<file path="config.mk">
export PLATFORM = sky130hd
export DESIGN_NAME = prs_pattern_access
export DESIGN_NICKNAME = d
export VERILOG_FILES = /design/src/shared/prs_pkg.sv /design/src/prs_pattern_access.sv
export SDC_FILE = /design/constraint.sdc
export NUM_CORES = 1
export LEC_CHECK = 0
export BUFFER_PORTS_ARGS = -buffer_cell sky130_fd_sc_hd__buf_4
export CAP_MARGIN = 40
export CORE_MARGIN = 3
export CORE_UTILIZATION = 60
export DETAILED_ROUTE_END_ITERATION = 8
export HOLD_SLACK_MARGIN = 0.06
export PLACE_DENSITY = 0.77
export RECOVER_POWER = 25
export SLEW_MARGIN = 25
export SYNTH_ARGS = -nofsm -noshare
export SYNTH_HDL_FRONTEND = slang
export SYNTH_SLANG_ARGS = --single-unit
</file>
<file path="constraint.sdc">
create_clock -name SYS_CLK -period 13.7 [get_ports SYS_CLK]
set_input_delay 2.74 -clock SYS_CLK [delete_from_list [all_inputs] [get_ports SYS_CLK]]
set_output_delay 2.74 -clock SYS_CLK [all_outputs]
set_load 0.005 [all_outputs]
</file>
<file path="src/shared/prs_pkg.sv">
// Notes on behaviour
// - Mode three bits 12:11 pick format, bits 1:0 pick the page.
// - Mode three bit 2 redirects reads and writes to the pattern store.
// - Serial and staggered: bit 7 goes out in unit interval 0, bit 0 in interval 7.
// - Page 0 resets to defaults, only page 0 writable, kept until re-init.
// - Page 1 is a read-only log of the errored frame and error status.
// - Page 2 is a read-only copy of mode settings, latencies in location 2.
// - Temperature status field: 00 sub-1x, 01 1x, 10 2x, 11 reserved.
// - Page 3 read-only; only location 3 bits 3:0 carry the activate count.
// - Reads use fixed burst 8 or fixed chop 4, never on the fly.
// - Pattern reads ignore the read inversion enable and never invert.
// - Column 1:0 zero; chop 4 uses A2 to pick half, then four tristate intervals.
// - Bank address 1:0 picks the location; address 7:0 carries the write data.
// - Data bursts after read latency, additive plus CAS latency.
// - Strobes accompany read data with a preamble as in normal reads.
// - Serial repeats the byte on every lane; parallel spreads it over lanes.
// - Staggered: lane i carries location (n+i) mod 4, repeated per nibble.
package prs_pkg;
   // ----------------------------------------
   // command codes
   // ----------------------------------------
   localparam logic [2:0] OP_DES = 3'h0;
   localparam logic [2:0] OP_MRS = 3'h1;
   localparam logic [2:0] OP_RD = 3'h2;
   localparam logic [2:0] OP_WR = 3'h3;
   localparam logic [2:0] OP_REF = 3'h4;
   localparam logic [2:0] OP_RST = 3'h5;
   localparam logic [2:0] OP_RDA = 3'h6;
   localparam logic [2:0] OP_WRA = 3'h7;
   // ----------------------------------------
   // mode register fields
   // ----------------------------------------
   localparam int MR_BITS = 18;
   localparam int EN_BIT = 2;
   localparam int FMT_LO = 11;
   localparam int BL_LO = 0;
   localparam logic [1:0] FMT_SERIAL = 2'h0;
   localparam logic [1:0] FMT_PARALLEL = 2'h1;
   localparam logic [1:0] FMT_STAGGER = 2'h2;
   localparam logic [1:0] BL_CHOP = 2'h2;
   localparam logic [7:0] CL_BASE = 8'h09;
   // ----------------------------------------
   // reset values and fixed bits
   // ----------------------------------------
   localparam logic [31:0] PAT_RESET = 32'h000F3355;
   localparam logic PPR_SUPPORT = 1'b0;
   localparam logic SPPR_SUPPORT = 1'b0;
   localparam int FIFO_DEPTH = 8;
   localparam int FIFO_WIDTH = 46;
   typedef enum logic [1:0] {ST_IDLE = 2'b00, ST_PRE = 2'b01, ST_BURST = 2'b11} prs_state_e;
endpackage : prs_pkg

</file>
<file path="src/prs_pattern_access.sv">
`timescale 1ns/1ns
module prs_fifo
#(
   parameter int WIDTH = 46,
   parameter int DEPTH = 8
)
(
   // clock and reset
   input wire logic clk,
   input wire logic rst_n,
   // fill side
   input wire logic in_valid,
   output logic in_ready,
   input wire logic [WIDTH-1:0] in_data,
   // drain side
   output logic out_valid,
   input wire logic out_ready,
   output logic [WIDTH-1:0] out_data
);
   localparam int AW = $clog2(DEPTH);
   logic [WIDTH-1:0] mem [DEPTH];
   logic [AW-1:0] wr_q;
   logic [AW-1:0] rd_q;
   logic [AW:0] cnt_q;
   logic [AW:0] cnt_d;
   logic push;
   logic pop;
   assign push = in_valid && in_ready;
   assign pop = out_valid && out_ready;
   assign out_valid = (cnt_q != '0);
   assign out_data = mem[rd_q];
   assign cnt_d = cnt_q + (AW+1)'(push) - (AW+1)'(pop);
   always_ff @(posedge clk)
   begin
      if (push)
      begin
         mem[wr_q] <= in_data;
      end
   end
   // ready is registered so the source sees a clean flop
   always_ff @(posedge clk or negedge rst_n)
   begin
      if (!rst_n)
      begin
         wr_q <= '0;
         rd_q <= '0;
         cnt_q <= '0;
         in_ready <= 1'b1;
      end
      else
      begin
         wr_q <= push ? AW'(wr_q + 1'b1) : wr_q;
         rd_q <= pop ? AW'(rd_q + 1'b1) : rd_q;
         cnt_q <= cnt_d;
         in_ready <= (cnt_d < (AW+1)'(DEPTH));
      end
   end
endmodule : prs_fifo

module prs_pattern_access
(
   // clock and reset
   input wire logic SYS_CLK,
   input wire logic RESET_N,
   // decoded command bus
   input wire logic CMD_VALID,
   input wire logic [2:0] CMD_OP,
   input wire logic [2:0] CMD_MRSEL,
   input wire logic [1:0] CMD_BA,
   input wire logic [prs_pkg::MR_BITS-1:0] CMD_ADDR,
   output logic CMD_READY,
   // error frame capture
   input wire logic ERR_STROBE,
   input wire logic [17:0] ERR_ADDR,
   input wire logic [5:0] ERR_CTRL,
   input wire logic [2:0] ERR_CID,
   input wire logic ERR_CRC,
   input wire logic ERR_PAR,
   // device status
   input wire logic [1:0] TEMP_STATUS,
   input wire logic [3:0] ACT_COUNT,
   // data lanes and strobe
   output logic [7:0] DQ_OUT,
   output logic DQ_OE,
   output logic DQS_OUT,
   output logic DQS_OE,
   output logic PATTERN_ACTIVE
);
   import prs_pkg::*;
   // ----------------------------------------
   // helpers
   // ----------------------------------------
   function automatic logic ui_bit(input logic [7:0] b, input logic [2:0] ui);
      ui_bit = b[3'h7 - ui];
   endfunction : ui_bit

   function automatic logic [7:0] lane_byte(input logic [1:0] fmt, input logic [31:0] pg,
      input logic [1:0] loc, input logic [2:0] ui);
      logic [7:0] r;
      logic [1:0] n;
      r = '0;
      for (int i = 0; i < 8; i++)
      begin
         n = loc + 2'(i);
         unique case (fmt)
            FMT_SERIAL: r[i] = ui_bit(pg[8*loc +: 8], ui);
            FMT_PARALLEL: r[i] = ui_bit(pg[8*loc +: 8], 3'(i % 8));
            FMT_STAGGER: r[i] = ui_bit(pg[8*n +: 8], ui);
            default: r[i] = 1'b0;
         endcase
      end
      lane_byte = r;
   endfunction : lane_byte

   logic [MR_BITS-1:0] mr_q [8];
   logic [31:0] pat_q;
   logic [17:0] el_addr_q;
   logic [5:0] el_ctrl_q;
   logic [2:0] el_cid_q;
   logic el_crc_q;
   logic el_par_q;
   logic [7:0] now_q;
   logic store_en;
   logic [1:0] fmt;
   logic [1:0] page;
   logic [31:0] pg;
   logic is_rd;
   logic is_wr;
   logic [7:0] cl;
   logic [7:0] rl;
   logic chop;
   logic rd_push;
   logic fifo_rdy;
   logic [FIFO_WIDTH-1:0] f_out;
   logic f_valid;
   logic f_pop;
   logic [7:0] wait_diff;
   prs_state_e state_q;
   logic [2:0] ui_q;
   logic [2:0] ui_n;
   logic [FIFO_WIDTH-1:0] cur_q;
   logic cur_chop;
   logic [2:0] cur_idx;

   // ----------------------------------------
   // command decode
   // ----------------------------------------
   assign store_en = mr_q[3][EN_BIT];
   assign fmt = mr_q[3][FMT_LO +: 2];
   assign page = mr_q[3][1:0];
   assign is_rd = CMD_VALID && (CMD_OP == OP_RD || CMD_OP == OP_RDA);
   assign is_wr = CMD_VALID && (CMD_OP == OP_WR || CMD_OP == OP_WRA);
   // setting 01 counts as burst 8, the controller holds A12 high
   assign chop = (mr_q[0][BL_LO +: 2] == BL_CHOP);
   assign cl = CL_BASE + 8'({mr_q[0][12], mr_q[0][6:4], mr_q[0][2]});
   always_comb
   begin
      unique case (mr_q[1][4:3])
         2'h1: rl = cl + cl - 8'h01;
         2'h2: rl = cl + cl - 8'h02;
         default: rl = cl;
      endcase
   end
   assign rd_push = is_rd && store_en && fifo_rdy;
   assign CMD_READY = fifo_rdy;

   // ----------------------------------------
   // page contents
   // ----------------------------------------
   always_comb
   begin
      unique case (page)
         2'h0: pg = pat_q;
         2'h1: pg = {el_crc_q, el_par_q, mr_q[5][2:0], el_cid_q, el_ctrl_q, el_addr_q[17:16],
            el_addr_q[15:8], el_addr_q[7:0]};
         2'h2: pg = {mr_q[1][10:8], mr_q[5][8:6], mr_q[2][2:1],
            mr_q[0][12], mr_q[0][6:4], mr_q[0][2], mr_q[2][5:3],
            mr_q[6][6], mr_q[6][5:0], mr_q[3][3],
            PPR_SUPPORT, SPPR_SUPPORT, mr_q[2][11], TEMP_STATUS,
            mr_q[2][12], mr_q[2][10:9]};
         default: pg = {4'h0, ACT_COUNT, 24'h000000};
      endcase
   end

   // ----------------------------------------
   // mode registers and store
   // ----------------------------------------
   // refresh and deselect leave every register untouched
   always_ff @(posedge SYS_CLK or negedge RESET_N)
   begin
      if (!RESET_N)
      begin
         for (int i = 0; i < 8; i++)
         begin
            mr_q[i] <= '0;
         end
      end
      else if (CMD_VALID && CMD_OP == OP_RST)
      begin
         for (int i = 0; i < 8; i++)
         begin
            mr_q[i] <= '0;
         end
      end
      else if (CMD_VALID && CMD_OP == OP_MRS)
      begin
         mr_q[CMD_MRSEL] <= CMD_ADDR;
      end
   end

   always_ff @(posedge SYS_CLK or negedge RESET_N)
   begin
      if (!RESET_N)
      begin
         pat_q <= PAT_RESET;
      end
      else if (CMD_VALID && CMD_OP == OP_RST)
      begin
         pat_q <= PAT_RESET;
      end
      else if (is_wr && store_en && page == 2'h0)
      begin
         pat_q[8*CMD_BA +: 8] <= CMD_ADDR[7:0];
      end
   end

   // status bits stay set until the device is reset
   always_ff @(posedge SYS_CLK or negedge RESET_N)
   begin
      if (!RESET_N)
      begin
         el_addr_q <= '0;
         el_ctrl_q <= '0;
         el_cid_q <= '0;
         el_crc_q <= 1'b0;
         el_par_q <= 1'b0;
      end
      else if (ERR_STROBE)
      begin
         el_addr_q <= ERR_ADDR;
         el_ctrl_q <= ERR_CTRL;
         el_cid_q <= ERR_CID;
         el_crc_q <= el_crc_q | ERR_CRC;
         el_par_q <= el_par_q | ERR_PAR;
      end
   end

   // ----------------------------------------
   // read queue
   // ----------------------------------------
   always_ff @(posedge SYS_CLK or negedge RESET_N)
   begin
      if (!RESET_N)
      begin
         now_q <= '0;
      end
      else
      begin
         now_q <= now_q + 8'h01;
      end
   end

   // column bits 1:0 are not looked at; the snapshot is taken at the command
   prs_fifo #(.WIDTH(FIFO_WIDTH), .DEPTH(FIFO_DEPTH)) u_fifo
   (
      .clk(SYS_CLK),
      .rst_n(RESET_N),
      .in_valid(rd_push),
      .in_ready(fifo_rdy),
      .in_data({8'(now_q + rl), fmt, chop, CMD_ADDR[2] & chop, CMD_BA, pg}),
      .out_valid(f_valid),
      .out_ready(f_pop),
      .out_data(f_out)
   );

   // ----------------------------------------
   // burst engine
   // ----------------------------------------
   // a queue stalled over 127 cycles would alias the due time
   assign wait_diff = now_q - f_out[45:38];
   assign f_pop = f_valid && state_q == ST_IDLE && !wait_diff[7];
   assign cur_chop = cur_q[35];
   assign ui_n = (state_q == ST_PRE) ? 3'h0 : 3'(ui_q + 3'h1);
   assign cur_idx = ui_n | {cur_q[34], 2'h0};

   always_ff @(posedge SYS_CLK or negedge RESET_N)
   begin
      if (!RESET_N)
      begin
         state_q <= ST_IDLE;
         ui_q <= '0;
         cur_q <= '0;
      end
      else
      begin
         unique case (state_q)
            ST_IDLE:
            begin
               if (f_pop)
               begin
                  cur_q <= f_out;
                  state_q <= ST_PRE;
               end
            end
            ST_PRE:
            begin
               ui_q <= 3'h0;
               state_q <= ST_BURST;
            end
            ST_BURST:
            begin
               ui_q <= ui_n;
               if (ui_q == 3'h7)
               begin
                  state_q <= ST_IDLE;
               end
            end
            default: state_q <= ST_IDLE;
         endcase
      end
   end

   // data never passes through an inversion stage
   always_ff @(posedge SYS_CLK or negedge RESET_N)
   begin
      if (!RESET_N)
      begin
         DQ_OUT <= '0;
         DQ_OE <= 1'b0;
         DQS_OUT <= 1'b0;
         DQS_OE <= 1'b0;
      end
      else if (state_q == ST_PRE || (state_q == ST_BURST && ui_q != 3'h7))
      begin
         DQ_OUT <= lane_byte(cur_q[37:36], cur_q[31:0], cur_q[33:32], cur_idx);
         DQ_OE <= !(cur_chop && ui_n[2]);
         DQS_OE <= !(cur_chop && ui_n[2]);
         DQS_OUT <= ~ui_n[0];
      end
      else
      begin
         DQ_OE <= 1'b0;
         DQS_OE <= state_q == ST_IDLE && f_pop;
         DQS_OUT <= 1'b0;
      end
   end

   always_ff @(posedge SYS_CLK or negedge RESET_N)
   begin
      if (!RESET_N)
      begin
         PATTERN_ACTIVE <= 1'b0;
      end
      else
      begin
         PATTERN_ACTIVE <= (CMD_VALID && CMD_OP == OP_MRS && CMD_MRSEL == 3'h3) ?
            CMD_ADDR[EN_BIT] : store_en;
      end
   end
endmodule : prs_pattern_access

</file>
# Word-level counts from Yosys, hierarchy flattened
# Memory sizes are Yosys's and may differ from the RTL's.
# Index checks and enable logic that the tools add are counted.
[classes]
addsub = 17
magnitude_cmp = 4
eq_ne = 20
shifts = 6
n_mux = 37
n_bitwise = 6
n_reduce_logical = 32
[op_table]
columns = ["cell", "n"]
rows = [
  ["$mux 144", 2],
  ["$bwmux 144", 1],
  ["$shiftx 32x6->8", 4],
  ["$pmux 32 s3", 1],
  ["$mux 32", 2],
  ["$demux 18 s3", 1],
  ["$neg 5->34", 1],
  ["$shift 8x34->32 const A", 1],
  ["$shiftx 8x34->32", 1],
  ["$bwmux 32", 1],
  ["$mux 18", 1],
  ["$pmux 1 s3", 6],
  ["$logic_and 1x1->1", 17],
  ["$pmux 8 s2", 1],
  ["$bmux 1 s3", 4],
  ["$eq 3x3->1 const B", 4],
  ["$eq 2x2->1 const B", 5],
  ["$mux 1", 10],
  ["$add 3x1->3 const B", 3],
  ["$eq 3x2->1 const B", 3],
  ["$add 8x1->8 const B", 1],
  ["$add 8x8->8", 1],
  ["$eq 2x1->1 const B", 4],
  ["$sub 7x2->8 const B", 1],
  ["other kinds (33)", 46],
]
[word_totals]
ff_bits = 279
mem_bits_rw = 368
output_inout_bits = 13
memories = 1
[memory_table]
columns = ["memory", "words", "word_bits", "rd", "rd_ports_with_merged_regs", "wr", "line_no", "rtl"]
rows = [
  ["u_fifo.mem", 8, 46, 1, 0, 1, "prs_pattern_access.sv:21", "logic [WIDTH-1:0] mem [DEPTH];"],
]

# Logic depth before layout (Yosys ltp)
# Gate-level depths: netlist of run 1.
[logic_depth]
depth_word = 9
mapped_depth = 19
depth_no_buf = 15

# By module
# Synthesis of run 1 repeated with hierarchy kept, for this count alone.
[hier_totals]
cells_unflattened = 1403
area_unflattened_um2 = 23430.0
[by_module_without_submodules]
columns = ["mod", "instances", "cells_each", "area_per_inst_um2", "seq_area_each_um2"]
rows = [
  ["prs_fifo", 1, 584, 14391.3, 11327.1],
  ["prs_pattern_access", 1, 819, 9038.7, 4119.0],
]

# Worst setup path before layout of run 1
# No wires, ideal clock.
[synth_timing]
kind = "input -> register"
start = "input port CMD_VALID"
end = "memory u_fifo.mem[1][0], enable pin"
setup_time_ps = 506
t_arrival_ps = 6711
t_required_ps = 13194
path_slack_ps = 6483
cell_stages = 4
n_path_buf = 0
path_cell_list = "nand3_1 -> nor3b_1 -> nand2_1 -> nor3_1"
[synth_between]
elab_chain_len = 6
[synth_lines]
columns = ["item", "line_no", "rtl"]
rows = [
  ["start, declared", "prs_pattern_access.sv:66", "input wire logic CMD_VALID,"],
  ["$logic_and 1x1->1", "prs_pattern_access.sv:151", "assign is_rd = CMD_VALID && (CMD_OP == OP_RD || CMD_OP == OP_RDA);"],
  ["$logic_and 1x1->1 (2 in series)", "prs_pattern_access.sv:164", "assign rd_push = is_rd && store_en && fifo_rdy;"],
  ["$logic_and 1x1->1", "prs_pattern_access.sv:28", "assign push = in_valid && in_ready;"],
  ["net u_fifo.push", "prs_pattern_access.sv:26", "logic push;"],
  ["$mux 1", "prs_pattern_access.sv:35", "if (push)"],
  ["$mux 1 (not written as such)", "prs_pattern_access.sv:37", "mem[wr_q] <= in_data;"],
  ["end, declared", "prs_pattern_access.sv:21", ""],
]
# The timed path passes the listed nets, and every way through them passes these cells.

# Worst setup path in the final report of run 1
[layout_timing]
start = "register u_fifo.rd_q[0]"
end = "register u_fifo.cnt_q[3]"
[layout_between]
elab_chain_len = 6
[layout_lines]
columns = ["item", "line_no", "rtl"]
rows = [
  ["start, declared", "prs_pattern_access.sv:23", "logic [AW-1:0] rd_q;"],
  ["start signal, assigned", "prs_pattern_access.sv:53", "rd_q <= pop ? AW'(rd_q + 1'b1) : rd_q;"],
  ["$mem_v2 8x46", "--", ""],
  ["$sub 8x8->8", "prs_pattern_access.sv:280", "assign wait_diff = now_q - f_out[45:38];"],
  ["$logic_not 1->1", "prs_pattern_access.sv:281", "assign f_pop = f_valid && state_q == ST_IDLE && !wait_diff[7];"],
  ["$logic_and 1x1->1", "prs_pattern_access.sv:281", ""],
  ["$logic_and 1x1->1", "prs_pattern_access.sv:29", "assign pop = out_valid && out_ready;"],
  ["$sub 4x1->4", "prs_pattern_access.sv:32", "assign cnt_d = cnt_q + (AW+1)'(push) - (AW+1)'(pop);"],
  ["net u_fifo.cnt_d[3]", "prs_pattern_access.sv:25", "logic [AW:0] cnt_d;"],
  ["end signal, assigned", "prs_pattern_access.sv:54", "cnt_q <= cnt_d;"],
  ["end, declared", "prs_pattern_access.sv:24", "logic [AW:0] cnt_q;"],
]
# The timed path passes the listed nets, and every way through them passes these cells.
# A chain may end at the register's enable or synchronous reset.

==> flow_summary.yaml, run 1 <==
worst_setup_path:
  reg2reg_to: "u_fifo.cnt_q[3]$_DFF_PN0_"
  path_cells: "buf_16, mux4_2, mux2i_1, ha_1, o21ai_0, a21oi_1, and2_1, o31a_1, nor3b_4, buf_4, ha_1, inv_1, ha_1, a21o_1, a21oi_1, xnor2_1, inv_1"
  cp.required_ns: 14.15
  r2r_cells: 17
  worstPathMaxFanout: 43
  reg2reg_from: "u_fifo.rd_q[0]$_DFFE_PN0P_"
  crit_top_cell: "ha_1"
  r2r_slack_ns: 8.67
  cpPeakStageDelay_ns: 0.65
  crit_type: "register to register"
  cp-end-kind: "register"
  cp-start-kind: "register"
  worstPathArrival_ns: 5.48
  cpMaxStageDelayCell: "dfrtp_4"
global_route:
  grt_pass1_vias: 13367
  grt_use_total_pct: 25.3
  grt_first_pass_wirelength_um: 78400
  overflow: 0
  antenna_found_initial: 0
  grt_max_degree: 88
route:
  routed_via_density: 6.36
  drtIter0Drc: 1218
  drt_wl_total_um: 50700
  vias: 12907
  ant_nets: 0
  remaining_drc_errors: 0
  wl_per_cell_um: 25.0
  firstDrtPassIters: 5
power_and_ir_drop:
  power_leakage_uw: 0.00979
  p_per_area_nw_per_um2: 186
  power_uw: 4880
  peakVddDrop_uv: 109
clocking:
  clkSlewWorstSetupHoldPaths_ns: 0.06
  cts_resized: 0
  hold_buffers: 0
  cts_buffers: 53
  root_buffer: "clkbuf_16"
  htreeDepth: 2
  cts_tree: "done"
  clockBufferDepth: 3
  insertion_delay_ns: 0.59
  clock_sinks: 543
  postCtsSetupBuffers: 0
floorplanning:
  die_w_um: 203
  die_h_um: 203
  io_pins: 78
  start_util_pct: 61.3
  die_area_sq_um: 41200
  rows: 71
  core_sq_um: 37900
min_path:
  hold_end: "el_par_q$_DFFE_PN0P_"
  hold_depth: 1
  holdCritStartpoint: "el_par_q$_DFFE_PN0P_"
  holdCritPathClass: "register to register"
synth:
  synth_cell_type_count: 56
  synth_top_area_share_pct: 47.5
  synth_xor_area_share_pct: 0.979
  synth-simple-area-share_pct: 4.42
  synth_area_per_cell_sq_um: 17.0
  yosysWarnings: 0
  synth-compound-area-share_pct: 4.54
  synthTopCellsByArea: "edfxtp_1 (48%), dfrtp_1 (17%), mux4_2 (12%)"
  ys_seq_area_share_pct: 66.4
  synth_edf_count: 368
  yosysTopAreaCell: "edfxtp_1"
  synthAdderAreaFrac_pct: 1.79
  synthFlopType: "edfxtp_1"
  ys_async_sr_fraction_pct: 32.2
  synth.cell_area_sq_um: 23300
  synthMuxAreaShare_pct: 20.2
  syn-num-nets: 1466
  ys_ff_latch: 543
  synthCells: 1369
  synth_top_family_by_area: "multiplexers"
timing:
  drv_slew: 74
  maxSlewHeadroom_pct: -80.2
  fmax_mhz: 199
  fin_crit_ns: 5.03
  skew_ns: 0.0151
  setup_viol_count_final: 0
  hold_violations: 0
  worstMarginPinSlew_ns: 2.70
  timing.final.crit_share_pct: 36.7
  grt_setup_unrepaired: "false"
  tns_ns: 0
final_layout:
  fill_cells: 2395
  final_util_pct: 69.3
  layout_commonest_cell: "edfxtp_1"
  fin_area_sq_um: 26300
  final_cell_mix: "edfxtp_1 (368), dfrtp_1 (158), mux4_2 (126)"
  antenna_cells: 0
  layoutNonFillerInstCount: 2028
  final_nets: 1569
  area_growth_pct: 13.0
  multi_input_area_sq_um: 7500
  drive_gt1_share_pct: 26.7
  seq_area_sq_um: 15500
placement:
  numPortBuffers: 72
  dp_hpwl_um: 30300
  gp_congestion: 0.833
  placed_area_sq_um: 24500
  dp_cells: 1912
outcome:
  status: "finished with violations"
  violations: "capacitance limit, slew limit"
job:
  drv_cap: 2
==> sequential cells by signal (all words and copies together), names as in the netlist, 6 cells and up <==
signal      count
DQ_OUT          8
cur_q          38
el_addr_q      18
el_ctrl_q       6
mr_q           38
now_q           8
pat_q          32
u_fifo.mem    368
==> area by class of cell <==
class	count	share of cell area, %
well taps	511	2.43
clock inverters	21	0.809
flip-flops and latches	543	58.8
multi-input cells	730	28.5
inverters	20	0.286
repair buffers	124	3.36
clock buffers	79	5.77
==> where the power goes <==
| part | switching [uW] | internal (uW) | total, uW | leakage, uW |
|---|---|---|---|---|
| Sequential | 167 | 1900 | 2070 | 0.00547 |
| Combinational | 631 | 746 | 1380 | 0.00347 |
| Clock | 594 | 842 | 1440 | 0.000845 |
==> routing by layer <==
metal / global-route usage (%) / vias up / routed length (um)
met4: 9.85 / 0 / 1780
met3: 5.15 / 102 / 4210
met1: 35.4 / 6631 / 20300
met5: 0 / - / 0
li1: - / 5586 / -
met2: 40.0 / 588 / 24400
==> per-stage QoR <==
| stage | hold WS [ns] | setup slack [ns] |
|---|---|---|
| 3_5_place_dp | 0.454 | 8.70 |
| 3_3_place_gp | 0.446 | 8.56 |
| 6_report | 0.471 | 8.67 |
| 2_1_floorplan | 0.428 | 6.48 |
| 4_1_cts | 0.468 | 8.62 |
| 5_1_grt | 0.498 | 8.34 |
==> synth_stat cells (all sizes together), types with 2 or more instances <==
| cell type | number |
|---|---|
| a211oi | 3 |
| a21boi | 3 |
| a21o | 9 |
| a21oi | 20 |
| a22o | 28 |
| a22oi | 5 |
| a31oi | 3 |
| a32o | 8 |
| and2 | 7 |
| and3 | 4 |
| buf | 26 |
| clkbuf | 50 |
| dfrtp | 162 |
| dfstp | 13 |
| edfxtp | 368 |
| fa | 2 |
| ha | 30 |
| inv | 20 |
| mux2 | 110 |
| mux2i | 62 |
| mux4 | 126 |
| nand2 | 99 |
| nand2b | 9 |
| nand3 | 23 |
| nand3b | 4 |
| nand4 | 10 |
| nor2 | 26 |
| nor2b | 7 |
| nor3 | 8 |
| nor3b | 6 |
| nor4 | 2 |
| o21ai | 62 |
| o21bai | 2 |
| o22ai | 4 |
| o31a | 2 |
| o32a | 6 |
| or2 | 3 |
| or3 | 3 |
| xnor2 | 14 |
| xor2 | 12 |
==> kinds of logic after synthesis <==
kind of cell               count (synthesis)
AOI/OAI and AO/OA                        159
xor gates and xnor gates                  26
adders and majority gates                 32
buffers and inverters                     96
DFF                                      543
muxes                                    298
and+or+nand+nor                          215
==> how the worst max path moves through the flow <==
stage,from,end,slack (ns),cells past startpoint
after floorplan,CMD_VALID,u_fifo.mem[1][0]$_DFFE_PP_,6.48,4
after global placement,u_fifo.rd_q[0]$_DFFE_PN0P_,u_fifo.cnt_q[3]$_DFF_PN0_,8.56,16
after detailed placement,CMD_VALID,u_fifo.mem[1][11]$_DFFE_PP_,8.70,7
after CTS,u_fifo.rd_q[0]$_DFFE_PN0P_,u_fifo.cnt_q[3]$_DFF_PN0_,8.62,17
after global routing,u_fifo.rd_q[0]$_DFFE_PN0P_,u_fifo.cnt_q[3]$_DFF_PN0_,8.34,17
final,u_fifo.rd_q[0]$_DFFE_PN0P_,u_fifo.cnt_q[3]$_DFF_PN0_,8.67,17
==> worst max-delay path: cells and delay by family, from the launching register on <==
family	cells	cell delay, ns
xor+xnor	1	0.31
mux	2	0.73
simple gates	2	0.37
fa+ha+maj	3	0.84
buf+inv	4	0.96
compound gates	5	1.00
flops	1	0.65
Power figures use the tool's default switching activity.
==> inputs of run 2 (changes only) <==
- CORE_UTILIZATION: 60 -> 56
- PLACE_DENSITY: 0.77 -> 0.76
- clock period: 13.7 -> 4.24 ns (I/O delays scaled with it)
==> run 2 against run 1 <==
The run still ends with capacitance limit, slew limit left. Critical path depth decreased by 1. Cell area is 0.81% higher. Die area increased by 6.9%. Wire length rose by 0.85%. Via count up 0.30%. Clock power rose to 3.3 times the previous value. Clock skew up 0.0059 ns. Clock-buffer cell count fell by 8. Maximum frequency is 30% higher. Combinational power rose to 3.3 times the previous value. Worst setup slack worse by 8.3 ns. Critical path type unchanged. Critical endpoint unchanged. Largest power group unchanged.
==> flow_summary.yaml, run 2 (synthesized netlist as in run 1, its figures left out) <==
clocking:
  htreeDepth: 2
  cts_buffers: 53
  insertion_delay_ns: 0.60
  root_buffer: "clkbuf_16"
  clockBufferDepth: 3
  hold_buffers: 0
  clock_sinks: 543
  clkSlewWorstSetupHoldPaths_ns: 0.06
  cts_tree: "done"
timing:
  fin_crit_ns: 3.88
  drv_slew: 106
  tns_ns: 0
  worstMarginPinSlew_ns: 2.06
  hold_violations: 0
  fmax_mhz: 258
  grt_setup_unrepaired: "false"
  timing.final.crit_share_pct: 91.6
  fin_ws_ns: 0.358
  skew_ns: 0.0210
  setup_viol_count_final: 0
  maxSlewHeadroom_pct: -37.4
final_layout:
  multi_input_area_sq_um: 7510
  final_cell_mix: "edfxtp_1 (368), dfrtp_1 (158), mux4_2 (126)"
  fill_cells: 2776
  largest-register: "u_fifo.mem"
  final_util_pct: 64.7
  largest_reg_flops: 368
  antenna_cells: 0
  top_regs: "u_fifo.mem: 368 flops, cur_q: 38 flops, mr_q: 38 flops"
  area_growth_pct: 13.9
  final_nets: 1574
  seq_area_sq_um: 15500
  layout_commonest_cell: "edfxtp_1"
  drive_gt1_share_pct: 28.5
worst_setup_path:
  crit_family: "compound AO/OA/AOI/OAI gates"
  r2r_cells: 16
  worstPathMaxFanout: 8
  worstPathArrival_ns: 4.36
  cpMaxStageDelayCell: "mux4_2"
  cp-start-kind: "register"
  cp.required_ns: 4.72
  cp-end-kind: "register"
  cpPeakStageDelay_ns: 0.50
  path_cells: "buf_12, mux4_2, mux2i_1, ha_1, a21oi_1, nand2_1, a21o_1, o31a_1, nor3b_4, ha_1, inv_1, ha_1, a21o_1, a21oi_1, xnor2_1, inv_1"
  timing.critical_path.buf_inv: 3
  crit_top_cell: "ha_1"
  cp.depth: 16
  crit_type: "register to register"
route:
  remaining_drc_errors: 0
  drt_wl_total_um: 51100
  vias: 12946
  drtIter0Drc: 940
  firstDrtPassIters: 5
  ant_nets: 0
  routed_via_density: 6.31
  wl_per_cell_um: 24.9
floorplanning:
  die_area_sq_um: 44000
  die_h_um: 210
  die_w_um: 210
  core_sq_um: 40900
  io_pins: 78
  start_util_pct: 56.8
  rows: 74
placement:
  numPortBuffers: 72
  gp_congestion: 0.877
  dp_hpwl_um: 31200
  post-place-ws_ns: 0.214
power_and_ir_drop:
  peakVddDrop_uv: 333
  p_per_area_nw_per_um2: 603
  power_leakage_uw: 0.00991
min_path:
  holdCritPathClass: "primary input to asynchronous set/reset pin"
job:
  drv_cap: 2
global_route:
  grt_max_degree: 94
  overflow: 0
  antenna_found_initial: 1
  grt_pass1_vias: 13219
  grt_first_pass_wirelength_um: 79000
  grt_use_total_pct: 23.6
outcome:
  violations: "capacitance limit, slew limit"
  status: "finished with violations"
run 2: metrics by stage:
stage | cell area, sq um | power (uW) | instances | hold WS [ns]
after floorplan | 23300 | 9980 | 1369 | 0.428
after CTS | 26400 | 16000 | 2039 | 0.346
after global routing | 26500 | 16700 | 2053 | 0.469
after detailed placement | 24700 | 11200 | 1940 | 0.474
final | 26500 | 16000 | 2053 | 0.399
after global placement | 24600 | 11100 | 1924 | 0.458
run 2: final timing paths:
check	startpoint	end	slack [ns]
setup reg to reg	u_fifo.rd_q[0]$_DFFE_PN0P_	u_fifo.cnt_q[3]$_DFF_PN0_	0.36
max in group asynchronous	RESET_N	el_addr_q[1]$_DFFE_PN0P_	0.73
min in group SYS_CLK	ERR_CRC	el_crc_q$_DFFE_PN0P_	0.45
hold / removal	RESET_N	DQ_OUT[7]$_DFFE_PN0N_	0.40
setup / recovery	u_fifo.rd_q[0]$_DFFE_PN0P_	u_fifo.cnt_q[3]$_DFF_PN0_	0.36
hold reg to reg	pat_q[13]$_DFFE_PN1P_	pat_q[13]$_DFFE_PN1P_	0.48
run 2: layout make-up:
cell class	instances	area share [%]
Timing Repair Buffer	129	3.81
Clock buffer	71	5.45
Clock inverter	28	1.26
Inverter	20	0.283
Tap cell	532	2.51
Multi-Input combinational cell	730	28.4
Sequential cell	543	58.3
run 2: layer usage:
| metal | vias to the layer above | wire length [um] | GRT usage [%] |
|---|---|---|---|
| li1 | 5593 | - | - |
| met1 | 6691 | 20800 | 33.6 |
| met2 | 559 | 25000 | 38.0 |
| met3 | 103 | 3860 | 3.99 |
| met4 | 0 | 1490 | 7.78 |
| met5 | - | 0 | 0 |
run 2: repair_timing:
action / CTS / global route
endpoints found under the setup margin: 0 / 4
gates resized for setup: 0 / 2
buffers inserted: 0 / 4
run 2: worst register-to-register path, delay by kind of cell (launching register included):
family | cells | cell delay, ns
buffers and inverters | 3 | 0.26
AO/OA/AOI/OAI | 5 | 1.06
flip-flops | 1 | 0.44
AND/OR/NAND/NOR | 2 | 0.33
XOR/XNOR | 1 | 0.16
adder cells (fa/ha/maj) | 3 | 0.82
multiplexers | 2 | 0.69
run 2: where the power goes:
part	internal, uW	switching [uW]	total [uW]	leakage (uW)
logic	2460	2040	4510	0.00357
registers	6150	517	6670	0.00547
clock network	2820	1970	4800	0.000867
